==> config.mk <==
export PLATFORM = sky130hd
export DESIGN_NAME = cfi_port_mapping_subchannel
export DESIGN_NICKNAME = d
export VERILOG_FILES = /design/src/cfi_map_common.sv /design/src/cfi_port_mapping_subchannel.sv
export SDC_FILE = /design/constraint.sdc
export NUM_CORES = 1
export LEC_CHECK = 0
export BUFFER_PORTS_ARGS = -buffer_cell sky130_fd_sc_hd__buf_2
export CAP_MARGIN = 20
export CORE_UTILIZATION = 40
export CTS_CLUSTER_SIZE = 14
export DETAILED_ROUTE_END_ITERATION = 7
export PLACE_DENSITY = 0.61
export SLEW_MARGIN = 20
export SYNTH_ARGS = -nofsm -noshare
export SYNTH_HDL_FRONTEND = slang
export SYNTH_HIERARCHICAL = 1
export SYNTH_SLANG_ARGS = --single-unit
==> constraint.sdc <==
create_clock -name sys_clk -period 11 [get_ports sys_clk]
set_clock_uncertainty 0.2 [all_clocks]
set_input_delay 0.55 -clock sys_clk [delete_from_list [all_inputs] [get_ports sys_clk]]
set_output_delay 0.55 -clock sys_clk [all_outputs]
set_load 0.005 [all_outputs]
==> src/cfi_map_common.sv <==
// constants and shared helpers for the serial port mapping block, plus the per-port lane.
// assumes a single sys_clk domain; pins are synchronised by the top before reaching a lane.
// Behaviour
// each port transmits on its own fixed line
// receive line choice only in modes 1, 2
// software keeps select bits zero in modes 0, 3
// mode 1 selects line 0/2 and 1/3
// mode 2 picks line 0 or 2
// per-mode line usage, unused lines released
// subchannel code picks exchanged bit positions
// field pairs map ports n and n+4
// mode 1/2 ports reuse port 0/1 settings
// bandwidth from memory, position from port field
// unused slot bits inactive, released when tristate
// software uses code 00 for D channel slots
// mode control b field placement
// shift code 000 marks bit 1, prior slot
// software handles upstream shifts beyond 15 bits
// transmit edge select chooses rising or falling
// tristate drives push-pull, releases idle bits
// selection changes apply at frame boundary
`default_nettype none

package cfi_map_pkg;
  localparam int          NUM_PORTS    = 8;      // logical ports in bidirectional mode
  localparam int          NUM_LINES    = 4;      // physical lines per direction
  localparam logic [1:0]  MODE_QUAD    = 2'h0;   // four in/out pairs
  localparam logic [1:0]  MODE_DUAL    = 2'h1;   // two ports, selectable inputs
  localparam logic [1:0]  MODE_SINGLE  = 2'h2;   // one port
  localparam logic [1:0]  MODE_BIDIR   = 2'h3;   // eight bidirectional ports
  localparam logic [1:0]  BW_NONE      = 2'h0;   // unassigned slot
  localparam logic [1:0]  BW_64K       = 2'h1;   // full byte
  localparam logic [1:0]  BW_32K       = 2'h2;   // nibble
  localparam logic [1:0]  BW_16K       = 2'h3;   // bit pair
  localparam int          SHAPE_LSB    = 5;      // framing shape select, bits 7..5
  localparam int          OCLK_BIT     = 4;      // output clock option
  localparam int          TXEDGE_BIT   = 3;      // transmit edge select
  localparam int          RXEDGE_BIT   = 2;      // receive edge select
  localparam int          FBITS_LSB    = 0;      // frame bit count bits 9..8
  localparam logic [11:0] MARK_OFFSET  = 12'h012; // slot adjust +2 and bit 1 of prior slot
  localparam logic [9:0]  CNT_RESET    = 10'h000; // bit counter after reset

  // port p drives its line only where the mode gives it one
  function automatic logic lane_enable(input logic [1:0] mode, input int p);
    case (mode)
      MODE_QUAD:   lane_enable = (p < 4);
      MODE_DUAL:   lane_enable = (p < 2);
      MODE_SINGLE: lane_enable = (p == 0);
      default:     lane_enable = 1'b1;
    endcase
  endfunction

  // which subchannel field pair port p follows
  function automatic logic [1:0] lane_code(input logic [1:0] mode, input int p, input logic [7:0] sc);
    case (mode)
      MODE_DUAL:   lane_code = sc[2*(p%2) +: 2];
      MODE_SINGLE: lane_code = sc[1:0];
      default:     lane_code = sc[2*(p%4) +: 2];
    endcase
  endfunction
endpackage

// one logical port: bit selection, driver style, receive shifting
module cfi_lane
  import cfi_map_pkg::*;
(
  input  wire logic       sys_clk,     // system clock
  input  wire logic       rstn,        // synchronous reset, active low
  input  wire logic       enable,      // port owns a physical line in this mode
  input  wire logic       driver_open, // 1 open drain, 0 tristate
  input  wire logic [1:0] sc,          // subchannel code for this port
  input  wire logic [1:0] tx_bw,       // bandwidth of current downstream slot
  input  wire logic [7:0] tx_byte,     // data for current downstream slot
  input  wire logic       tx_launch,   // launch edge pulse
  input  wire logic [2:0] tx_bit,      // bit position being launched
  input  wire logic [1:0] rx_bw,       // bandwidth of current upstream slot
  input  wire logic       rx_sample,   // sample edge pulse
  input  wire logic [2:0] rx_bit,      // bit position being sampled
  input  wire logic       rx_pin,      // synchronised receive pin
  output logic            pin_out,     // line level when driven
  output logic            pin_oe,      // line drive enable
  output logic [7:0]      rx_byte,     // received slot, idle bits read 1
  output logic            rx_done      // one-cycle pulse, rx_byte updated
);
  typedef struct packed {
    logic       pin_out;
    logic       pin_oe;
    logic [7:0] shift;
    logic [7:0] rx_byte;
    logic       rx_done;
  } lane_t;

  lane_t cur;   // registered state
  lane_t nxt;   // next state

  // bit belongs to the subchannel picked by code and bandwidth
  function automatic logic bit_used(input logic [1:0] bw, input logic [1:0] code, input logic [2:0] b);
    case (bw)
      BW_64K:  bit_used = 1'b1;
      BW_32K:  bit_used = (b[2] == ~code[0]);
      BW_16K:  bit_used = (b[2:1] == ~code);
      default: bit_used = 1'b0;
    endcase
  endfunction

  logic tx_act;   // launched bit is live
  assign tx_act = enable & bit_used(tx_bw, sc, tx_bit);

  // launch and capture
  always_comb begin
    nxt         = cur;
    nxt.rx_done = 1'b0;
    if (tx_launch) begin
      nxt.pin_out = tx_byte[tx_bit];
      // open drain only pulls low; tristate drives both levels
      nxt.pin_oe  = tx_act & (~driver_open | ~tx_byte[tx_bit]);
    end
    if (rx_sample) begin
      nxt.shift[rx_bit] = bit_used(rx_bw, sc, rx_bit) ? rx_pin : 1'b1;
      if (rx_bit == 3'h0) begin
        nxt.rx_byte    = nxt.shift;
        nxt.rx_done    = 1'b1;
      end
    end
  end

  always_ff @(posedge sys_clk) begin
    if (!rstn) begin
      cur <= '{pin_out: 1'b1, pin_oe: 1'b0, shift: 8'hFF, rx_byte: 8'hFF, rx_done: 1'b0};
    end else begin
      cur <= nxt;
    end
  end

  assign pin_out = cur.pin_out;
  assign pin_oe  = cur.pin_oe;
  assign rx_byte = cur.rx_byte;
  assign rx_done = cur.rx_done;

  a_idle_release: assert property (@(posedge sys_clk) disable iff (!rstn)
    (tx_launch && !tx_act) |=> !pin_oe) else $error("idle bit still driven");
  a_open_drain_hi: assert property (@(posedge sys_clk) disable iff (!rstn)
    (tx_launch && driver_open && tx_byte[tx_bit]) |=> !pin_oe) else $error("open drain drove a one");
  a_tristate_drive: assert property (@(posedge sys_clk) disable iff (!rstn)
    (tx_launch && tx_act && !driver_open) |=> (pin_oe && pin_out == $past(tx_byte[tx_bit])))
    else $error("tristate bit not driven");
  a_sub_nibble: assert property (@(posedge sys_clk) disable iff (!rstn)
    (tx_launch && enable && tx_bw == BW_32K && sc[0] && tx_bit[2] && !driver_open) |=> !pin_oe)
    else $error("upper nibble driven for low nibble code");
endmodule // cfi_lane

`default_nettype wire

==> src/cfi_port_mapping_subchannel.sv <==
// top of the serial port mapping block: frame counters, line mapping, subchannel lanes.
// assumes the reference clock and frame sync arrive as pins, slower than sys_clk by 4x or more,
// and that memory supplies slot data and bandwidth codes for the slot numbers shown.
`default_nettype none

module cfi_port_mapping_subchannel
  import cfi_map_pkg::*;
(
  input  wire logic        sys_clk,            // 250 MHz system clock
  input  wire logic        rstn,               // synchronous reset, active low
  input  wire logic        serial_ref_clock,   // reference clock pin
  input  wire logic        serial_frame_sync,  // frame sync pin
  input  wire logic [1:0]  cfi_mode,           // interface mode 0..3
  input  wire logic        rx_line_select_lo,  // port 0 input choice
  input  wire logic        rx_line_select_hi,  // port 1 input choice
  input  wire logic [7:0]  port_subslot_reg,   // subchannel codes, pair n at bits 2n+1..2n
  input  wire logic [7:0]  serial_mode_ctrl_b, // shape, clock option, edges, frame bits 9..8
  input  wire logic [7:0]  frame_bits_low,     // frame bit count bits 7..0 (bits minus one)
  input  wire logic [6:0]  slot_adjust_reg,    // marked slot number plus two
  input  wire logic [2:0]  down_shift_field,   // bit shift code
  input  wire logic [3:0]  up_shift_field,     // upstream advance in bits
  input  wire logic        output_driver_sel,  // 1 open drain, 0 tristate
  input  wire logic [63:0] tx_data,            // per-port downstream byte, port p at 8p
  input  wire logic [15:0] tx_bw,              // per-port downstream bandwidth code
  input  wire logic [15:0] rx_bw,              // per-port upstream bandwidth code
  input  wire logic [3:0]  down_line_in,       // down line pins, read in mode 3
  input  wire logic [3:0]  up_line_in,         // up line pins
  output logic [3:0]       down_line_out,      // down line drive level
  output logic [3:0]       down_line_oe,       // down line drive enable
  output logic [3:0]       up_line_out,        // up line drive level, mode 3
  output logic [3:0]       up_line_oe,         // up line drive enable, mode 3
  output logic [63:0]      rx_data,            // per-port upstream byte
  output logic [7:0]       rx_valid,           // per-port pulse, rx_data updated
  output logic [6:0]       down_slot,          // downstream slot in progress
  output logic [6:0]       up_slot,            // upstream slot in progress
  output logic             frame_start,        // pulse at downstream bit 0 of frame
  output logic [2:0]       framing_shape_sel,  // framing shape field
  output logic             out_clock_option,   // output clock option field
  output logic [1:0]       frame_bits_high     // frame bit count bits 9..8
);
  typedef struct packed {
    logic       ref_s1;     // reference clock synchroniser
    logic       ref_s2;
    logic       ref_d;      // previous synchronised level
    logic       fs_s1;      // frame sync synchroniser
    logic       fs_s2;
    logic       fs_d;       // frame sync at previous rising edge
    logic [3:0] up_s1;      // up line synchronisers
    logic [3:0] up_s2;
    logic [3:0] dn_s1;      // down line synchronisers
    logic [3:0] dn_s2;
    logic [9:0] down_cnt;   // downstream bit in frame
    logic [1:0] mode;       // frame-aligned copies of selection settings
    logic       sel_lo;
    logic       sel_hi;
    logic [7:0] sc;
    logic [6:0] down_slot;
    logic [6:0] up_slot;
    logic       frame_start;
    logic [2:0] shape;
    logic       oclk;
    logic [1:0] fbits_hi;
  } top_t;

  top_t cur;   // registered state
  top_t nxt;   // next state

  logic [9:0]  last_bit;   // frame length minus one
  logic [11:0] nbits;      // frame length
  logic [11:0] mark_pos;   // counter value at the marked bit
  logic [11:0] up_sum;     // downstream plus upstream advance
  logic [9:0]  up_cnt;     // upstream bit in frame
  logic [9:0]  cnt_plus;   // downstream counter after one bit
  logic        ref_rise;   // reference clock rising edge seen
  logic        ref_fall;   // reference clock falling edge seen
  logic        tx_launch;  // launch edge per transmit edge select
  logic        rx_sample;  // sample edge per receive edge select
  logic [2:0]  tx_bit;     // bit number being launched
  logic [2:0]  rx_bit;     // bit number being sampled
  logic [7:0]  lane_oe;    // per-port drive enable
  logic [7:0]  lane_out;   // per-port drive level
  logic [7:0]  lane_pin;   // per-port receive pin

  assign last_bit  = {serial_mode_ctrl_b[FBITS_LSB +: 2], frame_bits_low};
  assign nbits     = {2'h0, last_bit} + 12'h001;
  // slot adjust counts bytes, shift code counts bits; code 000 lands on bit 1 of slot before
  assign mark_pos  = {2'h0, slot_adjust_reg, 3'h0} + {9'h000, down_shift_field} + nbits - MARK_OFFSET;
  assign up_sum    = {2'h0, cur.down_cnt} + {8'h00, up_shift_field};
  // upstream runs ahead by at most 15 bits; wrap keeps slot numbers modulo the frame
  assign up_cnt    = (up_sum >= nbits) ? 10'(up_sum - nbits) : up_sum[9:0];
  assign cnt_plus  = (cur.down_cnt >= last_bit) ? CNT_RESET : cur.down_cnt + 10'h001;
  assign ref_rise  = cur.ref_s2 & ~cur.ref_d;
  assign ref_fall  = ~cur.ref_s2 & cur.ref_d;
  assign tx_launch = serial_mode_ctrl_b[TXEDGE_BIT] ? ref_fall : ref_rise;
  assign rx_sample = serial_mode_ctrl_b[RXEDGE_BIT] ? ref_rise : ref_fall;
  assign tx_bit    = ~nxt.down_cnt[2:0];
  assign rx_bit    = ~up_cnt[2:0];

  // counters, synchronisers and frame-aligned settings
  always_comb begin
    nxt        = cur;
    nxt.ref_s1 = serial_ref_clock;
    nxt.ref_s2 = cur.ref_s1;
    nxt.ref_d  = cur.ref_s2;
    nxt.fs_s1  = serial_frame_sync;
    nxt.fs_s2  = cur.fs_s1;
    nxt.up_s1  = up_line_in;
    nxt.up_s2  = cur.up_s1;
    nxt.dn_s1  = down_line_in;
    nxt.dn_s2  = cur.dn_s1;
    nxt.frame_start = 1'b0;
    nxt.shape    = serial_mode_ctrl_b[SHAPE_LSB +: 3];
    nxt.oclk     = serial_mode_ctrl_b[OCLK_BIT];
    nxt.fbits_hi = serial_mode_ctrl_b[FBITS_LSB +: 2];
    if (ref_rise) begin
      nxt.fs_d = cur.fs_s2;
      if (cur.fs_s2 && !cur.fs_d) begin
        // sync rising edge: reload at the marked bit, modulo frame length
        nxt.down_cnt = (mark_pos >= nbits) ? 10'(mark_pos - nbits) : mark_pos[9:0];
      end else begin
        nxt.down_cnt = cnt_plus;
      end
      if (nxt.down_cnt == CNT_RESET) begin
        // new settings only at a downstream frame boundary so no downstream slot is split
        nxt.mode        = cfi_mode;
        nxt.sel_lo      = rx_line_select_lo;
        nxt.sel_hi      = rx_line_select_hi;
        nxt.sc          = port_subslot_reg;
        nxt.frame_start = 1'b1;
      end
    end
    nxt.down_slot = nxt.down_cnt[9:3];
    nxt.up_slot   = up_cnt[9:3];
  end

  always_ff @(posedge sys_clk) begin
    if (!rstn) begin
      cur <= '0;
    end else begin
      cur <= nxt;
    end
  end

  // receive pin per logical port; outside modes 1 and 2 the select bits are ignored
  always_comb begin
    lane_pin = 8'hFF;
    case (cur.mode)
      MODE_QUAD: begin
        lane_pin[3:0] = cur.up_s2;
      end
      MODE_DUAL: begin
        lane_pin[0] = cur.sel_lo ? cur.up_s2[2] : cur.up_s2[0];
        lane_pin[1] = cur.sel_hi ? cur.up_s2[3] : cur.up_s2[1];
      end
      MODE_SINGLE: begin
        lane_pin[0] = cur.sel_lo ? cur.up_s2[2] : cur.up_s2[0];
      end
      default: begin
        lane_pin = {cur.up_s2, cur.dn_s2};
      end
    endcase
  end

  genvar p;
  generate
    for (p = 0; p < NUM_PORTS; p++) begin : g_lane
      cfi_lane u_lane (
        .sys_clk     (sys_clk),
        .rstn        (rstn),
        // lanes see the settings that stand after this edge, so the boundary bit already uses new ones
        .enable      (lane_enable(nxt.mode, p)),
        .driver_open (output_driver_sel),
        .sc          (lane_code(nxt.mode, p, nxt.sc)),
        .tx_bw       (tx_bw[2*p +: 2]),
        .tx_byte     (tx_data[8*p +: 8]),
        .tx_launch   (tx_launch),
        .tx_bit      (tx_bit),
        .rx_bw       (rx_bw[2*p +: 2]),
        .rx_sample   (rx_sample),
        .rx_bit      (rx_bit),
        .rx_pin      (lane_pin[p]),
        .pin_out     (lane_out[p]),
        .pin_oe      (lane_oe[p]),
        .rx_byte     (rx_data[8*p +: 8]),
        .rx_done     (rx_valid[p])
      );
    end
  endgenerate

  // each port sits on a fixed line: ports 0..3 on down lines, 4..7 on up lines
  assign down_line_out     = lane_out[3:0];
  assign down_line_oe      = lane_oe[3:0];
  assign up_line_out       = lane_out[7:4];
  assign up_line_oe        = lane_oe[7:4];
  assign down_slot         = cur.down_slot;
  assign up_slot           = cur.up_slot;
  assign frame_start       = cur.frame_start;
  assign framing_shape_sel = cur.shape;
  assign out_clock_option  = cur.oclk;
  assign frame_bits_high   = cur.fbits_hi;

  a_count_wraps: assert property (@(posedge sys_clk) disable iff (!rstn)
    (ref_rise && !(cur.fs_s2 && !cur.fs_d) && cur.down_cnt == last_bit) |=> cur.down_cnt == 10'h000)
    else $error("bit counter did not wrap at frame end");
  a_sync_mark: assert property (@(posedge sys_clk) disable iff (!rstn)
    (ref_rise && cur.fs_s2 && !cur.fs_d && down_shift_field == 3'h0 && slot_adjust_reg == 7'h02
     && $stable(last_bit)) |=> cur.down_cnt == 10'(last_bit - 10'h001))
    else $error("sync did not mark bit 1 of prior slot");
  a_settings_hold: assert property (@(posedge sys_clk) disable iff (!rstn)
    !(ref_rise && nxt.down_cnt == 10'h000) |=> $stable(cur.sc) && $stable(cur.mode))
    else $error("selection changed mid frame");
  a_dual_lines_off: assert property (@(posedge sys_clk) disable iff (!rstn)
    (tx_launch && nxt.mode == MODE_DUAL) |=> (down_line_oe[3:2] == 2'h0 && up_line_oe == 4'h0))
    else $error("unused line driven in mode 1");
  a_single_line: assert property (@(posedge sys_clk) disable iff (!rstn)
    (tx_launch && nxt.mode == MODE_SINGLE) |=> (down_line_oe[3:1] == 3'h0 && up_line_oe == 4'h0))
    else $error("extra line driven in mode 2");
  a_dual_rx_route: assert property (@(posedge sys_clk) disable iff (!rstn)
    (cur.mode == MODE_DUAL && cur.sel_hi) |-> lane_pin[1] == cur.up_s2[3])
    else $error("port 1 not fed from line 3");
endmodule // cfi_port_mapping_subchannel

`default_nettype wire

Word-level counts from Yosys, hierarchy flattened:

Cells that the tools add are included.

* logic and storage cells: 292
* latch bits: 0
* bits of input ports: 151
* bits in read-only memories: 0
* memories kept: 0
* bits in writable memories: 0
* output and inout bits: 109
* bits in registers: 217

* divide/modulo/power cells: 0
* magnitude comparators: 6
* equality and inequality tests: 68
* bitwise gates (word level): 46
* $add $sub $neg: 8
* shift-type cells: 0
* reductions and logical operators: 15
* multiply operators: 0
* muxes and demuxes: 88

Operator list (number)
* $eq 2x2->1 const B: 34
* $bwmux 8: 8
* $pmux 1 s3: 17
* $mux 10: 5
* $mux 1: 41
* $eq 2x1->1 const B: 18
* $bmux 1 s3: 8
* $mux 22: 1
* $sub 10x10->10: 2
* $and 1x1->1: 17
* $eq 2x2->1: 8
* $not 1->1: 15
* $add 11x11->12: 1
* $ge 12x11->1: 1
* $mux 12: 1
* $sub 12x5->12 const B: 1
* $add 10x1->11 const B: 1
* $add 10x3->11: 1
* $add 10x4->11: 1
* $ge 11x11->1: 1
* $add 10x1->10 const B: 1
* $ge 10x10->1: 1
* $logic_not 10->1: 1
* $eq 1x1->1: 8
* other kinds (17): 38

Depth between registers and ports, before layout:

Gate-level depths: netlist (run 1).

* word-level depth: 19
* mapped depth: 31
* gate-level depth less buffers: 29

Modules after synthesis:

Netlist (run 1), hierarchy kept.

Modules (own cells, without submodules)
* cfi_lane: instances 8, sequential area each 360.3 um2, area an instance 950.9 um2, cells an instance 110
* cfi_port_mapping_subchannel: instances 1, sequential area each 1161.1 um2, area an instance 5166.2 um2, cells an instance 615

Worst setup path before layout (run 1):

No wires, ideal clock.

* kind: input to register
* start point: input frame_bits_low[0]
* end point: register g_lane[3].u_lane/cur[15] in the netlist's numbering
* path slack: 3.076 ns
* setup time: 0.281 ns
* data required time: 10.519 ns
* stages: 30
* data arrival time: 7.443 ns
* buffers on the path: 2
* cells stage by stage: ha_1 > inv_1 > ha_1 > inv_1 > ha_1 > fa_1 > a211oi_2 > or2_1 > nand2b_1 > a21oi_1 > xnor2_1 > ha_1 > clkbuf_1 > o21ai_0 > or3_4 > a21o_4 > a221o_1 > nor3_2 > nand3_2 > nor3_2 > buf_6 > mux2i_1 > inv_1 > ha_1 > nand2b_1 > o221ai_1 > xnor2_1 > a2111oi_2 > a21boi_2 > a41oi_1

RTL lines
* from (decl): line cfi_port_mapping_subchannel.sv:18 `input wire logic [7:0] frame_bits_low,`
* to (signal assigned): line cfi_map_common.sv:129 `cur <= '{pin_out: 1'b1, pin_oe: 1'b0, shift: 8'hFF, rx_byte: 8'hFF, rx_done: 1'b0};`
* to (signal assigned): line cfi_map_common.sv:131 `cur <= nxt;`
* to (decl): line cfi_map_common.sv:93 `lane_t cur;`

==> results of run 1 <==
[worst register-to-register path: cells and delay by family (launching register included)]
kind	cells	cell delay (ns)
buf+inv	2	0.31
fa+ha+maj	2	0.75
flops	1	0.59
compound gates	11	3.51
mux	1	0.28
simple gates	4	0.51
xor+xnor	1	0.20
[power by group]
part | internal, uW | switching (uW) | total (uW)
clock network | 463 | 326 | 789
registers | 747 | 10.8 | 758
logic | 197 | 308 | 506
[stage by stage]
stage                     area, sq um  hold slack, ns  setup WS (ns)
final                           14700          0.0298           2.40
after global routing            14700          0.0256           1.60
after CTS                       14700         0.00960           2.46
after detailed placement        13900           0.221           1.93
after global placement          13900           0.221           2.20
after floorplan                 12800           0.212           3.08
[cells by family after synthesis]
family                     Yosys count  share of synthesized area (%)
xor gates and xnor gates            78                           5.50
other                                1                         0.0294
buffers and inverters              196                           8.41
AOI/OAI and AO/OA                  267                           17.1
and+or+nand+nor                    609                           22.8
adders and majority gates           59                           5.87
muxes                               83                           8.71
DFF                                202                           31.7
[area by class of cell]
class	count	area, sq um
antenna	3	7.51
clock buffer	31	647
clock inverter	11	128
fill	3116	16800
inverter	59	221
multi-input combinational	1097	7730
sequential	202	4040
tap	402	503
timing repair buffer	276	1430
[cell usage in the layout, fill, tap and decap left out, types with 15 or more instances in the layout]
cell type | netlist | routed
buf_2 | 4 | 258
dfxtp_1 | 202 | 202
nand2_1 | 200 | 200
nor2_1 | 140 | 140
nand3_1 | 89 | 89
mux2i_1 | 54 | 52
inv_1 | 50 | 50
xnor2_1 | 48 | 47
ha_1 | 47 | 47
and2_1 | 36 | 36
nand2b_1 | 35 | 35
a21oi_1 | 37 | 34
o21ai_0 | 32 | 31
xor2_1 | 29 | 29
nor3_1 | 24 | 24
clkbuf_16 | 0 | 24
o211ai_1 | 22 | 22
a311oi_1 | 21 | 21
o221ai_1 | 19 | 19
buf_4 | 83 | 18
a41oi_1 | 17 | 17
mux4_1 | 16 | 16
nand4_1 | 15 | 15
[registers in the layout, summed over array words and instances (netlist names)]
name and flops:
frame_bits_high 2, g_lane.u_lane/rx_done 8, framing_shape_sel 3, out_clock_option 1
g_lane.u_lane/pin_out 8, g_lane.u_lane/rx_byte 64, cur 44, frame_start 1
g_lane.u_lane/cur 56, g_lane.u_lane/pin_oe 8, up_slot 7
[per-layer routing]
layer / track usage [%] / vias up / part of all wire, %
met5: 0 / - / 0.035
met4: 5.57 / 2 / 1.9
met3: 4.17 / 49 / 6.1
met2: 36.3 / 337 / 46
met1: 29.4 / 5359 / 46
li1: - / 5635 / -
[worst max-delay path by stage]
stage / from / end / cells after the start
after floorplan: frame_bits_low[0] / g_lane[3].u_lane/cur[15]$_SDFFE_PN1P_ / 30
after global placement: frame_bits_low[0] / g_lane[3].u_lane/cur[14]$_SDFFE_PN1P_ / 30
after detailed placement: frame_bits_low[0] / g_lane[7].u_lane/cur[14]$_SDFFE_PN1P_ / 30
after CTS: frame_bits_low[0] / g_lane[7].u_lane/cur[15]$_SDFFE_PN1P_ / 30
after global routing: frame_bits_low[0] / g_lane[7].u_lane/cur[15]$_SDFFE_PN1P_ / 27
final: frame_bits_low[0] / g_lane[7].u_lane/cur[15]$_SDFFE_PN1P_ / 30
==> flow_summary.ini, run 1 <==
[status]
run_status = finished, final reports clean

[sta]
period_utilization_pct = 78.2
max_freq_ghz = 0.116
setup_viol_count_final = 0
final_hold_viol_count = 0
tightestPinTransition_ns = 0.993
slew-limit-headroom_pct = 31.9
final-max-slew-violation-count = 0
timing.final.crit_period_ns = 8.60
grt_setup_unrepaired = false
final.setup.tns_ns = 0

[placement]
dpl.cell_count = 2036
finalWeightedCongestion = 0.899
place_hpwl_um = 27400
io_buffers = 259

[yosys]
synthesis.nets = 1697
count_of_cell_types_in_the_netlist = 87
top_reg_cell_synth = dfxtp_1
synth-warning-count = 6
synth_area_leaders = dfxtp_1 32%, nand2_1 5.9%, buf_4 4.9%
synth_edf_count = 0
synth.cells.most_frequent = 202 x dfxtp_1, 200 x nand2_1, 140 x nor2_1
synth_top_area_share_pct = 31.7
synthesis.instances = 1495
proportion_of_synthesized_flip_flops_having_asynchronous_set_or_reset_pct = 0
dominant_cell_by_count_in_the_synthesized_netlist = dfxtp_1
synth_area_per_cell_sq_um = 8.54
netlist.top_cell.by_area = dfxtp_1
netlist_area_sq_um = 12800
synth_seq_area_share_pct = 31.7
ys_seq_elements = 202

[clock_network]
htree_num_levels = 1
worst_setup_hold_path_clk_slew_ns = 0.07
clkLatencyLatePin_ns = 0.54
quantity_of_gates_resized_following_cts = 0
buffer_levels_on_the_longest_clock_path = 3
tritoncts.num_buffers = 24
clock_tree_from_tritoncts = done
cts.sink_count = 202
cts.root.buffer_cell = clkbuf_16
post-cts-setup-buffer-count = 0
cts_hold_repair.buffers = 0

[floorplan]
rows = 65
floorplan.die.height_um = 181
die_width_um = 181
design.die.area_sq_um = 32700
placeableCoreArea_sq_um = 31500
initial_utilization_pct = 40.6
boundaryPins = 260

[power_and_ir_drop]
total_power_uw = 2050
peak_ir_drop_on_the_vdd_network_v = 0.000137
power-per-cell-area_nw_per_um2 = 140
leakagePower_uw = 0.00620

[worst_setup_path]
worst-path-max-fanout = 10
cp_slowest_cell = o221ai_1
worstSetupEndpointType = flop
r2r_cells = 21
critPathMaxStageDelay_ns = 0.75
worst_r2r_startpoint = cur[37]$_SDFFE_PN0P_
worstReg2RegEnd = g_lane[7].u_lane/cur[15]$_SDFFE_PN1P_
startpoint_type = input port
timing.critical_path.required_ns = 11.16
worst_ep_arrival_time_ns = 8.76
crit_path_frequent_cell = ha_1
r2r_slack_ns = 4.47
path_buf_inv = 5
setup.worst_path.class = input port to flop
cpLargestDelayFamily = compound AO/OA/AOI/OAI gates

[drt]
routedWlPerCell_um = 17.8
detail_route.vias_per_cell = 5.47
totalWireLength_um = 37100
drt_iter0_drc = 725
dr_total_vias = 11400
post_detailed_route_drc_marker_count = 0
first_pass_iters = 5
final_antenna_net_count = 0

[finish]
design.final.nets = 1862
post_route_cells_drive_above_1_share_pct = 23.1
finalCoreUtilization_pct = 46.7
instances_no_fill = 2081
flow.area_growth_from_synthesis_pct = 15.2

[hold_path]
holdPathEnd = cur[61]$_SDFF_PN0_
hp-class = input port to flop
holdPathStages = 2
hold_start = serial_frame_sync

[global_route]
antenna_found_initial = 5
grt_pass1_wl_um = 58000
grt_start_max_net_pins = 73
vias_in_the_first_global_route = 10600
globalRouteOverflowTotal = 0
grt_util_overall_pct = 22.0

[job]
cap_violations = 0
Note: power is estimated with default switching activity, not from simulation.
==> inputs of run 2 (changes only) <==
- ABC_AREA: not set -> 1
- clock period: 11 -> 8.97 ns (I/O delays scaled with it)
==> run 2 against run 1 <==
  * Cell area rose by 12%
  * Clock-buffer cell count did not move
  * Critical path type unchanged
  * Die area grew 11%
  * First-iteration DRC count increased by 24%
  * Synthesized cell count grew 48%
  * Critical path depth rose by 14
  * Cell count rose by 39%
  * Largest cell class unchanged
  * Register-to-register slack got worse by 1.2 ns
  * Area after synthesis rose by 11%
==> flow_summary.ini, run 2 <==
[global_route]
grt_util_overall_pct = 23.3
grt_start_max_net_pins = 67
globalRouteOverflowTotal = 0
busiest_layer = met2
vias_in_the_first_global_route = 13500
met2_usage_pct = 38.7
grt_pass1_wl_um = 68300
grtUsageMet3_pct = 3.39
met1_layer_usage_reported_by_global_route_pct = 31.0
antenna_found_initial = 2

[power_and_ir_drop]
peak_ir_drop_on_the_vdd_network_v = 0.000125
leakagePower_uw = 0.00826
total_power_uw = 2820
power-per-cell-area_nw_per_um2 = 172

[hold_path]
hold_start = cfi_mode[0]
hp-class = input port to flop
holdPathStages = 3

[sta]
max_freq_ghz = 0.151
period_utilization_pct = 73.9
slew-limit-headroom_pct = 27.1
final.setup.tns_ns = 0
timing.final.crit_period_ns = 6.63
setup_viol_count_final = 0
grt_setup_unrepaired = false
final_hold_viol_count = 0
tightestPinTransition_ns = 1.09
final-max-slew-violation-count = 0

[drt]
detail_route.vias_per_cell = 5.03
dr_total_vias = 14500
drt_iter0_drc = 902
first_pass_iters = 5
final_antenna_net_count = 0
post_detailed_route_drc_marker_count = 0
routedWlPerCell_um = 14.9
totalWireLength_um = 42900

[finish]
design.final.nets = 2618
instances_no_fill = 2892
mostFrequentLayoutCells = 622 x nand2_1, 314 x inv_1, 259 x buf_2
flow.area_growth_from_synthesis_pct = 15.3
largest_register_ff_count = 64
final_common_cell = nand2_1
post_route_cells_drive_above_1_share_pct = 19.6

[worst_setup_path]
startpoint_type = input port
timing.critical_path.required_ns = 9.18
worstSetupEndpointType = flop
worst_ep_arrival_time_ns = 6.84
critPathMaxStageDelay_ns = 0.70
r2r_cells = 25
cp_slowest_cell = o21ai_1
setup.worst_path.class = input port to flop
worstSetupStartpoint = frame_bits_low[0]
crit_path_frequent_cell = nand2_1
worst-path-max-fanout = 22
worst_r2r_startpoint = cur[33]$_SDFF_PN0_

[yosys]
synth_area_leaders = dfxtp_1 28%, nand2_1 16%, inv_1 8.3%
count_of_cell_types_in_the_netlist = 50
synthesis.instances = 2220
synthesis.nets = 2422
netlist.top_cell.by_area = dfxtp_1
ys_seq_elements = 202
synth_top_area_share_pct = 28.4
netlist_area_sq_um = 14200
proportion_of_synthesized_flip_flops_having_asynchronous_set_or_reset_pct = 0
top_reg_cell_synth = dfxtp_1
synth.cells.most_frequent = 622 x nand2_1, 314 x inv_1, 234 x nand3_1
synth_seq_area_share_pct = 28.4
synth-warning-count = 6
synth_area_per_cell_sq_um = 6.41
synth_edf_count = 0
dominant_cell_by_count_in_the_synthesized_netlist = nand2_1

[placement]
place_hpwl_um = 31900
io_buffers = 259
dpl.cell_count = 2823
finalWeightedCongestion = 0.927

[clock_network]
clock_tree_from_tritoncts = done
worst_setup_hold_path_clk_slew_ns = 0.06
cts.sink_count = 202
tritoncts.num_buffers = 26
cts.root.buffer_cell = clkbuf_16
buffer_levels_on_the_longest_clock_path = 3
htree_num_levels = 1
clkLatencyLatePin_ns = 0.53
post-cts-setup-buffer-count = 0

[floorplan]
die_width_um = 191
design.die.area_sq_um = 36400
initial_utilization_pct = 40.9
rows = 68
floorplan.die.height_um = 191
placeableCoreArea_sq_um = 34800
boundaryPins = 260

[job]
cap_violations = 0

[status]
run_status = finished, final reports clean
## run 2: timing repair
action,in CTS,in global routing
hold endpoints to repair,20,0
hold buffers,20,0
setup endpoints to repair,0,0
gates resized for setup,0,0
## run 2: kinds of logic after synthesis
kind of cell / synth area share, %
buffers and inverters: 15.3
muxes: 0.0703
adders and majority gates: 4.69
and+or+nand+nor: 39.7
DFF: 28.4
other: 0.0263
AOI/OAI and AO/OA: 9.94
xor gates and xnor gates: 1.85
## run 2: final timing paths
kind	endpoint	slack, ns
max	g_lane[6].u_lane/rx_byte[2]$_SDFFE_PN1P_	2.34
min	cur[31]$_SDFF_PN0_	0.03
max reg2reg	g_lane[1].u_lane/rx_byte[2]$_SDFFE_PN1P_	3.22
min reg2reg	cur[51]$_SDFF_PN0_	0.20
## run 2: area by class of cell
cell class	instances	area, sq um
Clock buffer	31	721
Timing Repair Buffer	289	1570
Tap cell	455	569
Multi-Input combinational cell	1555	8100
Sequential cell	202	4040
Clock inverter	16	124
Fill cell	3666	18400
Antenna cell	2	5.00
Inverter	342	1280
## run 2: metrics by stage
stage	hold WS, ns	cell area, sq um	setup WS [ns]	utilization [%]
floorplan	0.190	14200	2.25	-
global placement	0.198	15400	2.01	44.2
detailed placement	0.203	15400	1.84	44.2
CTS	0.00808	16400	2.38	47.2
global route	0.0453	16400	1.55	47.2
finish	0.0346	16400	2.34	47.2
## run 2: where the power goes
part	internal (uW)	switching, uW	total (uW)
clock network	603	410	1010
registers	951	30.1	981
logic	290	539	830
total	1840	979	2820
## run 2: worst max-delay path: cells and delay by family
kind,cells,cell delay [ns]
adder cells (fa/ha/maj),4,1.17
XOR/XNOR,1,0.08
AND/OR/NAND/NOR,25,2.86
AO/OA/AOI/OAI,5,1.39
buffers and inverters,9,0.86
## run 2: per-layer routing
layer	vias to the layer above	share of wire, %	wire length, um
li1	7443	-	-
met2	442	46	19600
met5	-	0	0
met3	61	6.1	2620
met4	0	2.4	1040
met1	6598	46	19700
